### config.mk
export PLATFORM = sky130hd
export DESIGN_NAME = fcp_top
export DESIGN_NICKNAME = d
export VERILOG_FILES = /design/src/design/fcp_pkg.sv /design/src/design/fcp_channel.sv /design/src/design/fcp_prescaler.sv /design/src/design/fcp_top.sv
export VERILOG_INCLUDE_DIRS = /design/src /design/src/design
export SDC_FILE = /design/constraint.sdc
export NUM_CORES = 1
export LEC_CHECK = 0
export CAP_MARGIN = 40
export CELL_PAD_IN_SITES_DETAIL_PLACEMENT = 2
export CELL_PAD_IN_SITES_GLOBAL_PLACEMENT = 2
export CORE_UTILIZATION = 35
export CTS_CLUSTER_DIAMETER = 30
export DETAILED_ROUTE_END_ITERATION = 7
export DONT_BUFFER_PORTS = 1
export GPL_ROUTABILITY_DRIVEN = 0
export GPL_TIMING_DRIVEN = 0
export PLACE_DENSITY = 0.73
export SETUP_SLACK_MARGIN = 0.5
export SLEW_MARGIN = 20
export SYNTH_ARGS = -nofsm -noshare
export SYNTH_HDL_FRONTEND = slang
export SYNTH_SLANG_ARGS = --single-unit
### constraint.sdc
create_clock -name ref_clk -period 2.7 [get_ports ref_clk]
set_input_delay 0.81 -clock ref_clk [delete_from_list [all_inputs] [get_ports ref_clk]]
set_output_delay 0.81 -clock ref_clk [all_outputs]
set_load 0.1 [all_outputs]
### src/design/fcp_cfg.svh
// Constants for the four-channel modulator: offsets, fields, resets, timing
`ifndef FCP_CFG_SVH
`define FCP_CFG_SVH

// ************************************************************
// Geometry
// ************************************************************
`define FCP_CNT_W        10
`define FCP_NCH          4

// ************************************************************
// Register byte offsets
// ************************************************************
`define FCP_OFS_CTRL1    8'h00
`define FCP_OFS_CTRL2    8'h04
`define FCP_OFS_CTRL3    8'h08
`define FCP_OFS_PERIOD   8'h0c
`define FCP_OFS_CMP0     8'h10
`define FCP_CMP_STRIDE   8'h04
`define FCP_OFS_COUNT    8'h20

// ************************************************************
// Field positions
// ************************************************************
`define FCP_C1_RUN       7
`define FCP_C1_LOAD      6
`define FCP_C1_UFLOW     5
`define FCP_C2_SOFT      7
`define FCP_C2_POL       6
`define FCP_C2_BKIE      5
`define FCP_C2_LVL_LO    0
`define FCP_C3_FP_LO     2
`define FCP_C3_BKF       0

// ************************************************************
// Reset values and answers
// ************************************************************
`define FCP_RST_PERIOD   10'h3ff
`define FCP_RST_CMP      10'h000
`define FCP_RST_LVL      4'h0
`define FCP_RESP_OKAY    2'b00
`define FCP_RESP_SLVERR  2'b10

// ************************************************************
// Prescaler terminal counts (divide ratio minus one)
// ************************************************************
`define FCP_PS_W         8
`define FCP_PS_DIV1      8'h00
`define FCP_PS_DIV2      8'h01
`define FCP_PS_DIV4      8'h03
`define FCP_PS_DIV8      8'h07

`endif

### src/design/fcp_pkg.sv
// Types shared by the four-channel modulator files
package fcp_pkg;

   // ************************************************************
   // Bus carriers
   // ************************************************************
   typedef struct packed {
      logic        awvalid;
      logic [7:0]  awaddr;
      logic        wvalid;
      logic [31:0] wdata;
      logic [3:0]  wstrb;
      logic        bready;
      logic        arvalid;
      logic [7:0]  araddr;
      logic        rready;
   } fcp_axi_req_type;

   typedef struct packed {
      logic        awready;
      logic        wready;
      logic        bvalid;
      logic [1:0]  bresp;
      logic        arready;
      logic        rvalid;
      logic [31:0] rdata;
      logic [1:0]  rresp;
   } fcp_axi_rsp_type;

   // Output pins, one bit per channel
   typedef struct packed {
      logic [3:0] level;
      logic [3:0] oe;
   } fcp_pins_type;

   // Engine states
   typedef enum logic [4:0] {
      ST_INIT  = 5'b00001,
      ST_STOP  = 5'b00010,
      ST_RUN   = 5'b00100,
      ST_BRAKE = 5'b01000,
      ST_ICP   = 5'b10000
   } fcp_state_type;

endpackage

### src/design/fcp_channel.sv
// One modulated channel: compares the active value with the counter
`include "fcp_cfg.svh"
module fcp_channel
   import fcp_pkg::*;
   #(parameter int CNT_W = `FCP_CNT_W)
   (
   input  wire logic             ref_clk,
   input  wire logic             nrst,
   input  wire logic             init,
   input  wire logic             initLevel,
   input  wire logic             update,
   input  wire logic [CNT_W-1:0] cnt,
   input  wire logic [CNT_W-1:0] cmp,
   output logic                  level
   );

   logic level_q;   // Held output level
   logic cmpLevel;  // Level the compare asks for now

   // All ones forces low, otherwise low while compare exceeds count
   function automatic logic compLevel(input logic [CNT_W-1:0] c,
                                      input logic [CNT_W-1:0] n);
      if (&c) begin
         return 1'b0;
      end
      return !(c > n);
   endfunction

   assign cmpLevel = compLevel(cmp, cnt); // RL7 RL10
   assign level    = level_q;

   // ************************************************************
   // Output flop
   // ************************************************************
   always_ff @(posedge ref_clk or negedge nrst) begin
      if (!nrst) begin
         level_q <= 1'b0;
      end else if (init) begin
         level_q <= initLevel; // RL2
      end else if (update) begin
         level_q <= cmpLevel; // RL9
      end
   end

endmodule

### src/design/fcp_prescaler.sv
// Counter clock prescaler producing one tick per divided period
`include "fcp_cfg.svh"
module fcp_prescaler
   import fcp_pkg::*;
   (
   input  wire logic       ref_clk,
   input  wire logic       nrst,
   input  wire logic       run,
   input  wire logic [1:0] sel,
   output logic            tick
   );

   logic [`FCP_PS_W-1:0] div_q;   // Running divide count
   logic [`FCP_PS_W-1:0] limit;   // Terminal count for this ratio

   // ************************************************************
   // Ratio decode
   // ************************************************************
   assign limit = (sel == 2'h0) ? `FCP_PS_DIV1 :
                  (sel == 2'h1) ? `FCP_PS_DIV2 :
                  (sel == 2'h2) ? `FCP_PS_DIV4 : `FCP_PS_DIV8;
   assign tick  = run && (div_q >= limit);

   // Count only while running, so a restart begins a full period
   always_ff @(posedge ref_clk or negedge nrst) begin
      if (!nrst) begin
         div_q <= '0;
      end else if (!run || tick) begin
         div_q <= '0;
      end else begin
         div_q <= div_q + 1'b1;
      end
   end

endmodule

### src/design/fcp_top.sv
// Four-channel modulator with shared down counter, brake and register slave
//
// Notes on behaviour
// (RL1) Four channels share one counter and period.
// (RL2) Outputs start at the port reset level.
// (RL3) Ten-bit down counter through two-bit prescaler.
// (RL4) Underflow reloads from counter register, period plus one.
// (RL5) Run, load, flag set load period; load clears.
// (RL6) Underflow sets flag; only software clears it.
// (RL7) Output low while compare exceeds counter.
// (RL8) New compares take effect at underflow after load.
// (RL9) High time is period minus compare plus one.
// (RL10) Compare zero stays high, all ones stays low.
// (RL11) Programming mode tri-states pins and stops modulation.
// (RL12) Brake from software bit or brake pin.
// (RL13) Polarity bit selects brake pin active level.
// (RL14) Pin brake clears run and sets brake flag.
// (RL15) Brake flag polled or raises enabled interrupt.
// (RL16) Released brake restores previous output levels.
// (RL17) Short brake pulses also need external interrupt.
// (RL18) Reset level bit: zero low, one high.
// (RL19) Interrupt follows flag and enable until cleared.
// (RL20) Stopped counter holds value; outputs keep levels.
//
// The implementer's own choices: the placing of the registers and the AXI4-Lite slave port.
`include "fcp_cfg.svh"
module fcp_top
   import fcp_pkg::*;
   #(parameter int CNT_W = `FCP_CNT_W)
   (
   input  wire logic            ref_clk,
   input  wire logic            nrst,
   input  wire fcp_axi_req_type axiReq,
   output fcp_axi_rsp_type      axiRsp,
   input  wire logic            portResetLevel,
   input  wire logic            icpMode,
   input  wire logic            brakePin,
   output fcp_pins_type         pins,
   output logic                 brakeIrq
   );

   // ************************************************************
   // Elaboration check
   // ************************************************************
   generate
      if (CNT_W < 2 || CNT_W > 16) begin : g_bad_width
         $error("Counter width must lie between 2 and 16");
      end
   endgenerate

   // ************************************************************
   // Declarations
   // ************************************************************
   fcp_state_type    state_q;           // Engine state
   fcp_state_type    state_d;           // Next engine state
   logic             run_q;             // Counter run bit
   logic             load_q;            // Load request bit
   logic             uflow_q;           // Underflow flag
   logic             soft_q;            // Software brake
   logic             pol_q;             // Brake pin polarity
   logic             bkie_q;            // Brake interrupt enable
   logic [3:0]       lvl_q;             // Levels shown during brake
   logic [1:0]       fp_q;              // Prescale select
   logic             bkf_q;             // Brake flag
   logic [CNT_W-1:0] period_q;          // Software period value
   logic [CNT_W-1:0] reload_q;          // Counter register
   logic [CNT_W-1:0] cnt_q;             // Down counter
   logic [CNT_W-1:0] cnt_d;             // Next down counter
   logic [CNT_W-1:0] cmpBuf_q [`FCP_NCH]; // Software compares
   logic [CNT_W-1:0] cmpAct_q [`FCP_NCH]; // Active compares
   logic [3:0]       chLevel;           // Channel compare levels
   logic [3:0]       pinLvl_q;          // Registered pin levels
   logic [3:0]       pinOe_q;           // Registered pin enables
   logic             tick;              // Prescaled counter clock
   logic             running;           // Engine in run state
   logic             uflowEv;           // Counter underflow event
   logic             loadNow;           // Reload and compare transfer
   logic             pinBrake;          // Brake pin at active level
   logic             braking;           // Any brake cause active
   logic             wrEn;              // Write taken this edge
   logic             wrC1;              // Write hits control one
   logic             wrC2;              // Write hits control two
   logic             wrC3;              // Write hits control three
   logic             wrPer;             // Write hits period
   logic [3:0]       wrCmp;             // Write hits a compare
   logic [31:0]      c1Word;            // Control one as read
   logic [31:0]      c2Word;            // Control two as read
   logic [31:0]      c3Word;            // Control three as read
   logic [31:0]      wC1;               // Control one after lanes
   logic [31:0]      wC2;               // Control two after lanes
   logic [31:0]      wC3;               // Control three after lanes
   logic [31:0]      wPer;              // Period after lanes
   logic [31:0]      rdWord;            // Read mux result
   logic             rdHit;             // Read address mapped
   logic             bvalid_q;          // Write response pending
   logic [1:0]       bresp_q;           // Write response code
   logic             rvalid_q;          // Read data pending
   logic [31:0]      rdata_q;           // Read data
   logic [1:0]       rresp_q;           // Read response code

   // ************************************************************
   // Helper functions
   // ************************************************************
   // Applies byte strobes of a write onto the current word
   function automatic logic [31:0] mergeLanes(input logic [31:0] old,
                                              input logic [31:0] wd,
                                              input logic [3:0]  strb);
      logic [31:0] res;
      res = old;
      for (int b = 0; b < 4; b++) begin
         if (strb[b]) begin
            res[8*b +: 8] = wd[8*b +: 8];
         end
      end
      return res;
   endfunction

   // Byte address of a compare register
   function automatic logic [7:0] cmpAddr(input int idx);
      return 8'(`FCP_OFS_CMP0 + `FCP_CMP_STRIDE * idx);
   endfunction

   // Widens a counter-sized value to a bus word
   function automatic logic [31:0] widen(input logic [CNT_W-1:0] v);
      return {{(32-CNT_W){1'b0}}, v};
   endfunction

   // ************************************************************
   // Register views and write decode
   // ************************************************************
   always_comb begin
      c1Word = '0;
      c1Word[`FCP_C1_RUN]   = run_q;
      c1Word[`FCP_C1_LOAD]  = load_q;
      c1Word[`FCP_C1_UFLOW] = uflow_q;
      c2Word = '0;
      c2Word[`FCP_C2_SOFT]  = soft_q;
      c2Word[`FCP_C2_POL]   = pol_q;
      c2Word[`FCP_C2_BKIE]  = bkie_q;
      c2Word[`FCP_C2_LVL_LO +: 4] = lvl_q;
      c3Word = '0;
      c3Word[`FCP_C3_FP_LO +: 2] = fp_q;
      c3Word[`FCP_C3_BKF]   = bkf_q;
   end

   assign wrEn  = axiReq.awvalid && axiReq.wvalid && !bvalid_q;
   assign wrC1  = wrEn && (axiReq.awaddr == `FCP_OFS_CTRL1);
   assign wrC2  = wrEn && (axiReq.awaddr == `FCP_OFS_CTRL2);
   assign wrC3  = wrEn && (axiReq.awaddr == `FCP_OFS_CTRL3);
   assign wrPer = wrEn && (axiReq.awaddr == `FCP_OFS_PERIOD);
   assign wC1   = mergeLanes(c1Word, axiReq.wdata, axiReq.wstrb);
   assign wC2   = mergeLanes(c2Word, axiReq.wdata, axiReq.wstrb);
   assign wC3   = mergeLanes(c3Word, axiReq.wdata, axiReq.wstrb);
   assign wPer  = mergeLanes(widen(period_q), axiReq.wdata, axiReq.wstrb);

   // ************************************************************
   // Engine decode
   // ************************************************************
   assign running  = (state_q == ST_RUN);
   assign uflowEv  = running && tick && (cnt_q == '0);
   assign loadNow  = run_q && load_q && (uflow_q || uflowEv); // RL5 RL8
   assign pinBrake = pol_q ? brakePin : !brakePin; // RL13
   assign braking  = soft_q || pinBrake; // RL12
   assign brakeIrq = bkf_q && bkie_q; // RL15 RL19

   // Next counter value; holds while neither ticking nor loading
   assign cnt_d = loadNow ? period_q : // RL5
                  uflowEv ? reload_q : // RL4
                  (running && tick) ? cnt_q - 1'b1 : cnt_q; // RL3 RL20

   // Next state: programming mode outranks brake, brake outranks run
   always_comb begin
      if (icpMode) begin
         state_d = ST_ICP; // RL11
      end else if (braking) begin
         state_d = ST_BRAKE;
      end else if (run_q) begin
         state_d = ST_RUN;
      end else begin
         state_d = ST_STOP;
      end
   end

   // ************************************************************
   // Prescaler and channels
   // ************************************************************
   fcp_prescaler u_prescaler (
      .ref_clk (ref_clk),
      .nrst    (nrst),
      .run     (running),
      .sel     (fp_q),
      .tick    (tick)
   );

   generate
      for (genvar i = 0; i < `FCP_NCH; i++) begin : g_ch
         assign wrCmp[i] = wrEn && (axiReq.awaddr == cmpAddr(i));

         // Software compare buffer, byte lanes honoured
         always_ff @(posedge ref_clk or negedge nrst) begin
            if (!nrst) begin
               cmpBuf_q[i] <= `FCP_RST_CMP;
            end else if (wrCmp[i]) begin
               cmpBuf_q[i] <= CNT_W'(mergeLanes(widen(cmpBuf_q[i]),
                                     axiReq.wdata, axiReq.wstrb));
            end
         end

         // Active compare moves only on a load transfer
         always_ff @(posedge ref_clk or negedge nrst) begin
            if (!nrst) begin
               cmpAct_q[i] <= `FCP_RST_CMP;
            end else if (loadNow) begin
               cmpAct_q[i] <= cmpBuf_q[i]; // RL8
            end
         end

         fcp_channel #(.CNT_W(CNT_W)) u_channel (
            .ref_clk   (ref_clk),
            .nrst      (nrst),
            .init      (state_q == ST_INIT),
            .initLevel (portResetLevel), // RL18
            .update    (running),
            .cnt       (cnt_q),
            .cmp       (cmpAct_q[i]),
            .level     (chLevel[i])
         ); // RL1
      end
   endgenerate

   // ************************************************************
   // Engine registers
   // ************************************************************
   always_ff @(posedge ref_clk or negedge nrst) begin
      if (!nrst) begin
         state_q  <= ST_INIT;
         cnt_q    <= '0;
         reload_q <= `FCP_RST_PERIOD;
      end else begin
         state_q  <= state_d;
         cnt_q    <= cnt_d;
         reload_q <= loadNow ? period_q : reload_q; // RL5
      end
   end

   // Pins: brake shows its levels, release shows held channel levels
   always_ff @(posedge ref_clk or negedge nrst) begin
      if (!nrst) begin
         pinLvl_q <= '0;
         pinOe_q  <= '0;
      end else begin
         pinLvl_q <= (state_d == ST_BRAKE) ? lvl_q : chLevel; // RL16
         pinOe_q  <= (state_d == ST_ICP) ? 4'h0 : 4'hf; // RL11
      end
   end

   assign pins.level = pinLvl_q;
   assign pins.oe    = pinOe_q;

   // ************************************************************
   // Control registers
   // ************************************************************
   // Run, load and underflow flag; hardware events win over clears
   always_ff @(posedge ref_clk or negedge nrst) begin
      if (!nrst) begin
         run_q   <= 1'b0;
         load_q  <= 1'b0;
         uflow_q <= 1'b0;
      end else begin
         run_q   <= pinBrake ? 1'b0 : (wrC1 ? wC1[`FCP_C1_RUN] : run_q); // RL14
         load_q  <= (wrC1 && wC1[`FCP_C1_LOAD]) ? 1'b1 :
                    loadNow ? 1'b0 : load_q; // RL5
         uflow_q <= uflowEv ||
                    (wrC1 ? (uflow_q && wC1[`FCP_C1_UFLOW]) : uflow_q); // RL6
      end
   end

   // Brake controls and prescale select
   always_ff @(posedge ref_clk or negedge nrst) begin
      if (!nrst) begin
         soft_q <= 1'b0;
         pol_q  <= 1'b0;
         bkie_q <= 1'b0;
         lvl_q  <= `FCP_RST_LVL;
         fp_q   <= 2'h0;
      end else begin
         if (wrC2) begin
            soft_q <= wC2[`FCP_C2_SOFT];
            pol_q  <= wC2[`FCP_C2_POL];
            bkie_q <= wC2[`FCP_C2_BKIE];
            lvl_q  <= wC2[`FCP_C2_LVL_LO +: 4];
         end
         if (wrC3) begin
            fp_q <= wC3[`FCP_C3_FP_LO +: 2]; // RL3
         end
      end
   end

   // Brake flag: pin sets it, software writes zero to clear
   always_ff @(posedge ref_clk or negedge nrst) begin
      if (!nrst) begin
         bkf_q <= 1'b0;
      end else begin
         bkf_q <= pinBrake || (wrC3 ? (bkf_q && wC3[`FCP_C3_BKF]) : bkf_q); // RL14
      end
   end

   // Period: lane one holds the high bits, lane zero the low byte
   always_ff @(posedge ref_clk or negedge nrst) begin
      if (!nrst) begin
         period_q <= `FCP_RST_PERIOD;
      end else if (wrPer) begin
         period_q <= wPer[CNT_W-1:0]; // RL4
      end
   end

   // ************************************************************
   // Read mux
   // ************************************************************
   always_comb begin
      rdHit  = 1'b1;
      rdWord = '0;
      case (axiReq.araddr)
         `FCP_OFS_CTRL1:  rdWord = c1Word;
         `FCP_OFS_CTRL2:  rdWord = c2Word;
         `FCP_OFS_CTRL3:  rdWord = c3Word;
         `FCP_OFS_PERIOD: rdWord = widen(period_q);
         `FCP_OFS_COUNT:  rdWord = widen(cnt_q);
         cmpAddr(0):      rdWord = widen(cmpBuf_q[0]);
         cmpAddr(1):      rdWord = widen(cmpBuf_q[1]);
         cmpAddr(2):      rdWord = widen(cmpBuf_q[2]);
         cmpAddr(3):      rdWord = widen(cmpBuf_q[3]);
         default:         rdHit  = 1'b0;
      endcase
   end

   // ************************************************************
   // Bus responses
   // ************************************************************
   // Write answer one edge after both channels are taken together
   always_ff @(posedge ref_clk or negedge nrst) begin
      if (!nrst) begin
         bvalid_q <= 1'b0;
         bresp_q  <= `FCP_RESP_OKAY;
      end else if (wrEn) begin
         bvalid_q <= 1'b1;
         bresp_q  <= (wrC1 || wrC2 || wrC3 || wrPer || (|wrCmp)) ?
                     `FCP_RESP_OKAY : `FCP_RESP_SLVERR;
      end else if (axiReq.bready) begin
         bvalid_q <= 1'b0;
      end
   end

   // Read answer one edge after the address is taken
   always_ff @(posedge ref_clk or negedge nrst) begin
      if (!nrst) begin
         rvalid_q <= 1'b0;
         rdata_q  <= '0;
         rresp_q  <= `FCP_RESP_OKAY;
      end else if (axiReq.arvalid && !rvalid_q) begin
         rvalid_q <= 1'b1;
         rdata_q  <= rdWord;
         rresp_q  <= rdHit ? `FCP_RESP_OKAY : `FCP_RESP_SLVERR;
      end else if (axiReq.rready) begin
         rvalid_q <= 1'b0;
      end
   end

   assign axiRsp.awready = wrEn;
   assign axiRsp.wready  = wrEn;
   assign axiRsp.bvalid  = bvalid_q;
   assign axiRsp.bresp   = bresp_q;
   assign axiRsp.arready = !rvalid_q;
   assign axiRsp.rvalid  = rvalid_q;
   assign axiRsp.rdata   = rdata_q;
   assign axiRsp.rresp   = rresp_q;

endmodule

==> After elaboration in Yosys (flattened, before gate mapping) <==
Cells that the tools add are included.
{ "totals": {"regBits": 186, "inputBits": 62, "wordCells": 182} }
{ "op_classes": {"eq_ne": 21, "muxes": 49, "order_cmp": 5, "n_reduce_logical": 67, "n_addsub": 2} }
{ "op_table": {"columns": ["op", "count"], "rows": [
  ["$pmux 10 s9", 1],
  ["$eq 8x5->1 const B", 8],
  ["$gt 10x10->1", 4],
  ["$reduce_and 10->1", 4],
  ["$mux 1", 33],
  ["$eq 8x4->1 const B", 4],
  ["$mux 8", 4],
  ["$mux 10", 3],
  ["$reduce_and 2->1", 13],
  ["$logic_and 1x1->1", 20],
  ["$eq 8x3->1 const B", 2],
  ["$logic_not 8->1", 2],
  ["$mux 4", 3],
  ["$reduce_bool 2->1", 6],
  ["$logic_not 10->1", 1],
  ["$sub 10x1->10 const B", 1],
  ["$logic_or 1x1->1", 9],
  ["$reduce_or 9->1", 1],
  ["$add 8x1->8 const B", 1],
  ["$eq 8x6->1 const B", 1],
  ["$ge 8x8->1", 1],
  ["$logic_not 1->1", 8],
  ["$mux 3", 2],
  ["$eq 5x1->1 const B", 1],
  ["other kinds (10)", 11]
]} }

==> Longest topological paths before layout <==
{ "depth": {"depth_word": 12, "depth_mapped": 10, "mapped_depth_nobuf": 7} }

==> Cells and area by module <==
A second synthesis with hierarchy kept.
{ "hier_totals": {"hier_cells": 791, "hier_area_um2": 8610.8} }
{ "by_module_without_submodules": {"columns": ["module", "cells_per_inst", "seq_area_each_um2", "n_inst", "area_per_inst_um2"], "rows": [
  ["fcp_top", 583, 3704.8, 1, 6914.1],
  ["fcp_channel (g_ch[0].u_channel ...)", 44, 25.0, 3, 327.8],
  ["fcp_prescaler", 32, 200.2, 1, 377.9],
  ["fcp_channel (g_ch[2].u_channel)", 44, 25.0, 1, 335.3]
]} }

==> Least setup slack after synthesis <==
OpenSTA, ideal clock, no wires.
{ "synth_path": {"path_kind": "reg2reg", "from": "register fp_q[1]", "to": "register cmpAct_q[19] (netlist bit)", "n_path_buf": 2, "path_slack_ps": 42, "stages_incl_launch_ff": 10, "setup_time_ps": 127, "required_time_ps": 2573, "t_arrival_ps": 2530, "path_cell_list": "dfrtp_1 -> or2_2 -> ha_1 -> nor3b_1 -> o211ai_1 -> a31oi_2 -> nor2_4 -> buf_6 -> buf_6 -> mux2_1"} }
{ "synth_between": {"elab_chain_len": 10, "word_cells_on_any_way": 12} }
{ "synth_lines": {"columns": ["element", "line", "rtl"], "rows": [
  ["from (decl)", "fcp_top.sv:63", "logic [1:0] fp_q;"],
  ["from (signal assigned)", "fcp_top.sv:294", "fp_q <= wC3[`FCP_C3_FP_LO +: 2];"],
  ["$eq 2x2->1", "fcp_prescaler.sv:21", "(sel == 2'h2) ? `FCP_PS_DIV4 : `FCP_PS_DIV8;"],
  ["$mux 3 (no line)", null, null],
  ["$mux 8 (no line)", null, null],
  ["$mux 8 (no line) (*)", null, null],
  ["$ge 8x8->1 (*)", "fcp_prescaler.sv:22", "assign tick = run && (div_q >= limit);"],
  ["$logic_and 1x1->1 (*)", "fcp_prescaler.sv:22", null],
  ["$logic_and 1x1->1 (*) (2 in series)", "fcp_top.sv:160", "assign uflowEv = running && tick && (cnt_q == '0);"],
  ["$logic_or 1x1->1 (*)", "fcp_top.sv:161", "assign loadNow = run_q && load_q && (uflow_q || uflowEv);"],
  ["$logic_and 1x1->1 (*)", "fcp_top.sv:161", null],
  ["to (signal, indexed assignment)", "fcp_top.sv:212", "cmpAct_q[i] <= `FCP_RST_CMP;"],
  ["to (signal, indexed assignment)", "fcp_top.sv:214", "cmpAct_q[i] <= cmpBuf_q[i];"],
  ["to (decl)", "fcp_top.sv:70", "logic [CNT_W-1:0] cmpAct_q [`FCP_NCH];"]
]} }
Every way passes the cells marked *; elsewhere a longest branch is shown, timed or not.
A chain may end at the register's enable or synchronous reset.

==> Worst setup path in the final report <==
{ "layout_path": {"from": "register cnt_q[1]", "to": "register cmpAct_q[36] (netlist bit)"} }
{ "layout_between": {"elab_chain_len": 4} }
{ "layout_lines": {"columns": ["element", "line", "rtl"], "rows": [
  ["from (decl)", "fcp_top.sv:67", "logic [CNT_W-1:0] cnt_q;"],
  ["from (signal assigned)", "fcp_top.sv:241", "cnt_q <= cnt_d;"],
  ["$logic_not 10->1", "fcp_top.sv:160", null],
  ["$logic_and 1x1->1", "fcp_top.sv:160", null],
  ["$logic_or 1x1->1", "fcp_top.sv:161", null],
  ["$logic_and 1x1->1", "fcp_top.sv:161", null]
]} }
Every way passes these cells.

==> flow_summary.toml <==
[floorplanning]
die_area_um2 = 24500
die_width_um = 157
ios = 112
die_height_um = 157
initial_core_util_pct = 35.6
num_rows = 56
coreArea_um2 = 23500

[worst_setup_path]
critPathKind = "flop to flop"
path_cells = "inv_4, ha_4, or4b_4, buf_6, nor3_4, a31oi_4, nor2_4, buf_8, buf_12, buf_12, mux2_4"
critPathLaunchType = "flop"
slowest_delay_ps = 470
cp-end-kind = "flop"
r2r_cells = 11
r2r-end = "cmpAct_q[36]"
crit_fanout = 5
cp.arrival_ps = 3060
worst_ep_required_time_ps = 3030
reg2reg_slack_ps = -30
crit_top_cell = "buf_12"
slowest_stage = "dfrtp_2"
crit_family = "simple AND/OR/NAND/NOR gates"
r2r-start = "cnt_q[1]"
timing.critical_path.buf_inv = 5

[global_routing]
grt_max_degree = 160
grt_pass1_vias = 7899
grt_antenna_before_repair = 0
gr-usage-all-layers_pct = 29.6
grt_util_met1_pct = 33.6
top_usage_layer = "met2"
overflow = 0
grt_pass1_wl_um = 51400
met2_usage_pct = 49.4
use_met3_pct = 7.48

[power]
p_sw_w = 0.00163
p_clk_share_pct = 46.8
combPwrFrac_pct = 8.4
power_frac_seq_pct = 44.9
power.density_nw_per_um2 = 506
ir_drop_v = 0.000367
power_w = 0.00566
internal-power_w = 0.00404
switching_share_pct = 28.7
power.leakage_nw = 5.11

[timing]
clock.fmax_mhz = 366
setup_viol = 19
worst_slack_ps = -32.1
finalCritPeriodShare_pct = 101
final_max_slew_viol_count = 0
fin_crit_ps = 2730
slew_headroom_pct = 40.9
finalHoldViolations = 0
worst_pin_slew_ps = 887
grt_setup_unrepaired = "true"
skew_ps = 11.9

[run_status]
run_status = "complete, but fails checks"
failed_checks = "setup timing"

[route]
final_antenna_net_count = 0
drc = 0
routed_wl_um = 40300
drt_pre_antenna_iters = 5
first_iter_violations = 518
wl_per_cell_um = 33.7
vias_per_cell = 6.08
num_vias = 7274

[worst_hold_path]
hold_path_class = "input port to async pin"

[synthesis]
syn_area_per_cell_um2 = 11.6
yosysSeqAreaShare_pct = 47.9
synth_top_family_by_area = "multiplexers"
synth_common_cells = "dfrtp_1 (138), mux2_2 (91), ha_1 (45), nand2_1 (38), nor2_1 (35)"
synthCells = 721
synthAdderAreaFrac_pct = 6.74
synthXorXnorAreaFrac_pct = 0.629
synth_seq_cells = 159
yosysUniqueCellTypes = 63
synth_compound_gate_area_share_pct = 10.6
synth_mux_area_share_pct = 17.2
yosys.area.top_type = "dfrtp_1"
post-synth-top-count-cell = "dfrtp_1"
synth_edf_count = 0
synth_top_cell_area_share_pct = 41.3
syn-cell-area_um2 = 8360
yosys_warnings = 0
async_reset_ff_share_pct = 100
synth_top_flop_cell = "dfrtp_1"
synth_simple_gate_area_share_pct = 11.6
synth_area_leaders = "dfrtp_1 (41%), mux2_2 (12%), ha_1 (6.7%)"

[final_layout]
fin_area_um2 = 11200
antenna_cells = 0
nNetsFinal = 971
fill_cells = 2264
final_core_util_pct = 47.7
final_layout_size_suffix_gt1_share_pct = 41.3
areaGrowthSynthToFinish_pct = 34.0
stdcell_count = 1196

[place]
dp_slack_ps = -501
hpwl_um = 21700
portBuffers = 0
place_inst = 1090
place_area_um2 = 9390

[clock_network]
clock_sinks = 159
clock_latency_ps = 450
postCtsHoldBufs = 0
cts.clk_slew.worst_paths_ps = 70
numCtsBuffers = 17
clockBufferDepth = 2
htree_num_levels = 4
cts-root-buf = "clkbuf_16"
cts_tree = "built"

[flow_run]
maxCapViolCount = 0
## final cells by class
type / count / area [µm²] / share of cell area [%]
clock inverter: 12 / 161 / 1.44
tap: 319 / 399 / 3.56
sequential: 159 / 4020 / 35.9
clock buffer: 20 / 447 / 3.99
multi-input combinational: 515 / 4480 / 40.0
buffer: 51 / 445 / 3.98
inverter: 24 / 129 / 1.15
timing repair buffer: 96 / 1120 / 9.98
## through the flow
| stage | TNS, ps | hold WS [ps] |
|---|---|---|
| 2_1_floorplan | 0 | 449 |
| 3_3_place_gp | -19210 | 474 |
| 3_5_place_dp | -23810 | 508 |
| 4_1_cts | 0 | 51.5 |
| 5_1_grt | -1840 | 38.2 |
| 6_report | -338 | 46.8 |
## state kept, by name (all words and copies together) (netlist names), 2 cells and up
| name | count |
|---|---|
| reload_q | 10 |
| g_ch.u_channel.level | 4 |
| pinLvl_q | 4 |
| cnt_q | 10 |
| rdata_q | 10 |
| cmpBuf_q | 40 |
| lvl_q | 4 |
| cmpAct_q | 40 |
| u_prescaler.div_q | 8 |
| state_q | 5 |
| fp_q | 2 |
| period_q | 10 |
## cells by family after synthesis
| family | after synthesis |
|---|---|
| xor+xnor | 6 |
| flops | 159 |
| compound gates | 123 |
| fa+ha+maj | 45 |
| buf+inv | 75 |
| simple gates | 182 |
| other cells | 1 |
| mux | 130 |
## power groups by stage
stage               sequential, W  combinational (W)  clock [W]
floorplan                 0.00257           0.000369          0
detailed placement        0.00258           0.000428          0
CTS                       0.00254           0.000442    0.00257
global placement          0.00259           0.000398          0
global route              0.00254           0.000486    0.00274
finish                    0.00254           0.000473    0.00265
## routing by layer
metal	wire length (µm)	vias to the layer above
li1	-	2902
met1	14800	3773
met2	19500	411
met3	2710	188
met4	3230	0
met5	0	-
## cell usage in the layout, fill, tap and decap left out, types with 14 or more instances in the layout
master | netlist | routed
nand4_1 | 14 | 14
ha_1 | 45 | 41
a221o_1 | 14 | 14
mux2_4 | 0 | 49
buf_16 | 0 | 15
a22oi_1 | 14 | 14
mux2i_1 | 18 | 17
o21ai_0 | 29 | 20
conb_1 | 1 | 29
mux2_2 | 91 | 63
nor2b_1 | 15 | 15
nand3_1 | 23 | 18
dfstp_2 | 21 | 21
nand2_1 | 38 | 35
a21oi_1 | 16 | 14
clkbuf_16 | 0 | 18
nor2_1 | 35 | 34
buf_4 | 34 | 79
dfrtp_1 | 138 | 125
## worst max path at each step
stage / cells after the start / to / slack, ps / startpoint
after floorplan: 9 / cmpAct_q[19] / 130 / fp_q[0]
after global placement: 9 / cmpAct_q[19] / -420 / fp_q[0]
after detailed placement: 9 / cmpAct_q[19] / -500 / fp_q[1]
after CTS: 11 / cmpAct_q[19] / 120 / cnt_q[0]
after global routing: 11 / cmpAct_q[36] / -80 / cnt_q[0]
final: 11 / cmpAct_q[36] / -30 / cnt_q[1]
## what timing repair did
item / CTS / global route
pin swaps: 9 / 13
endpoints found under the setup margin: 95 / 78
resized for setup: 77 / 56
gates cloned: 4 / 0
setup buffers: 39 / 27
(Power assumes the default switching activity.)
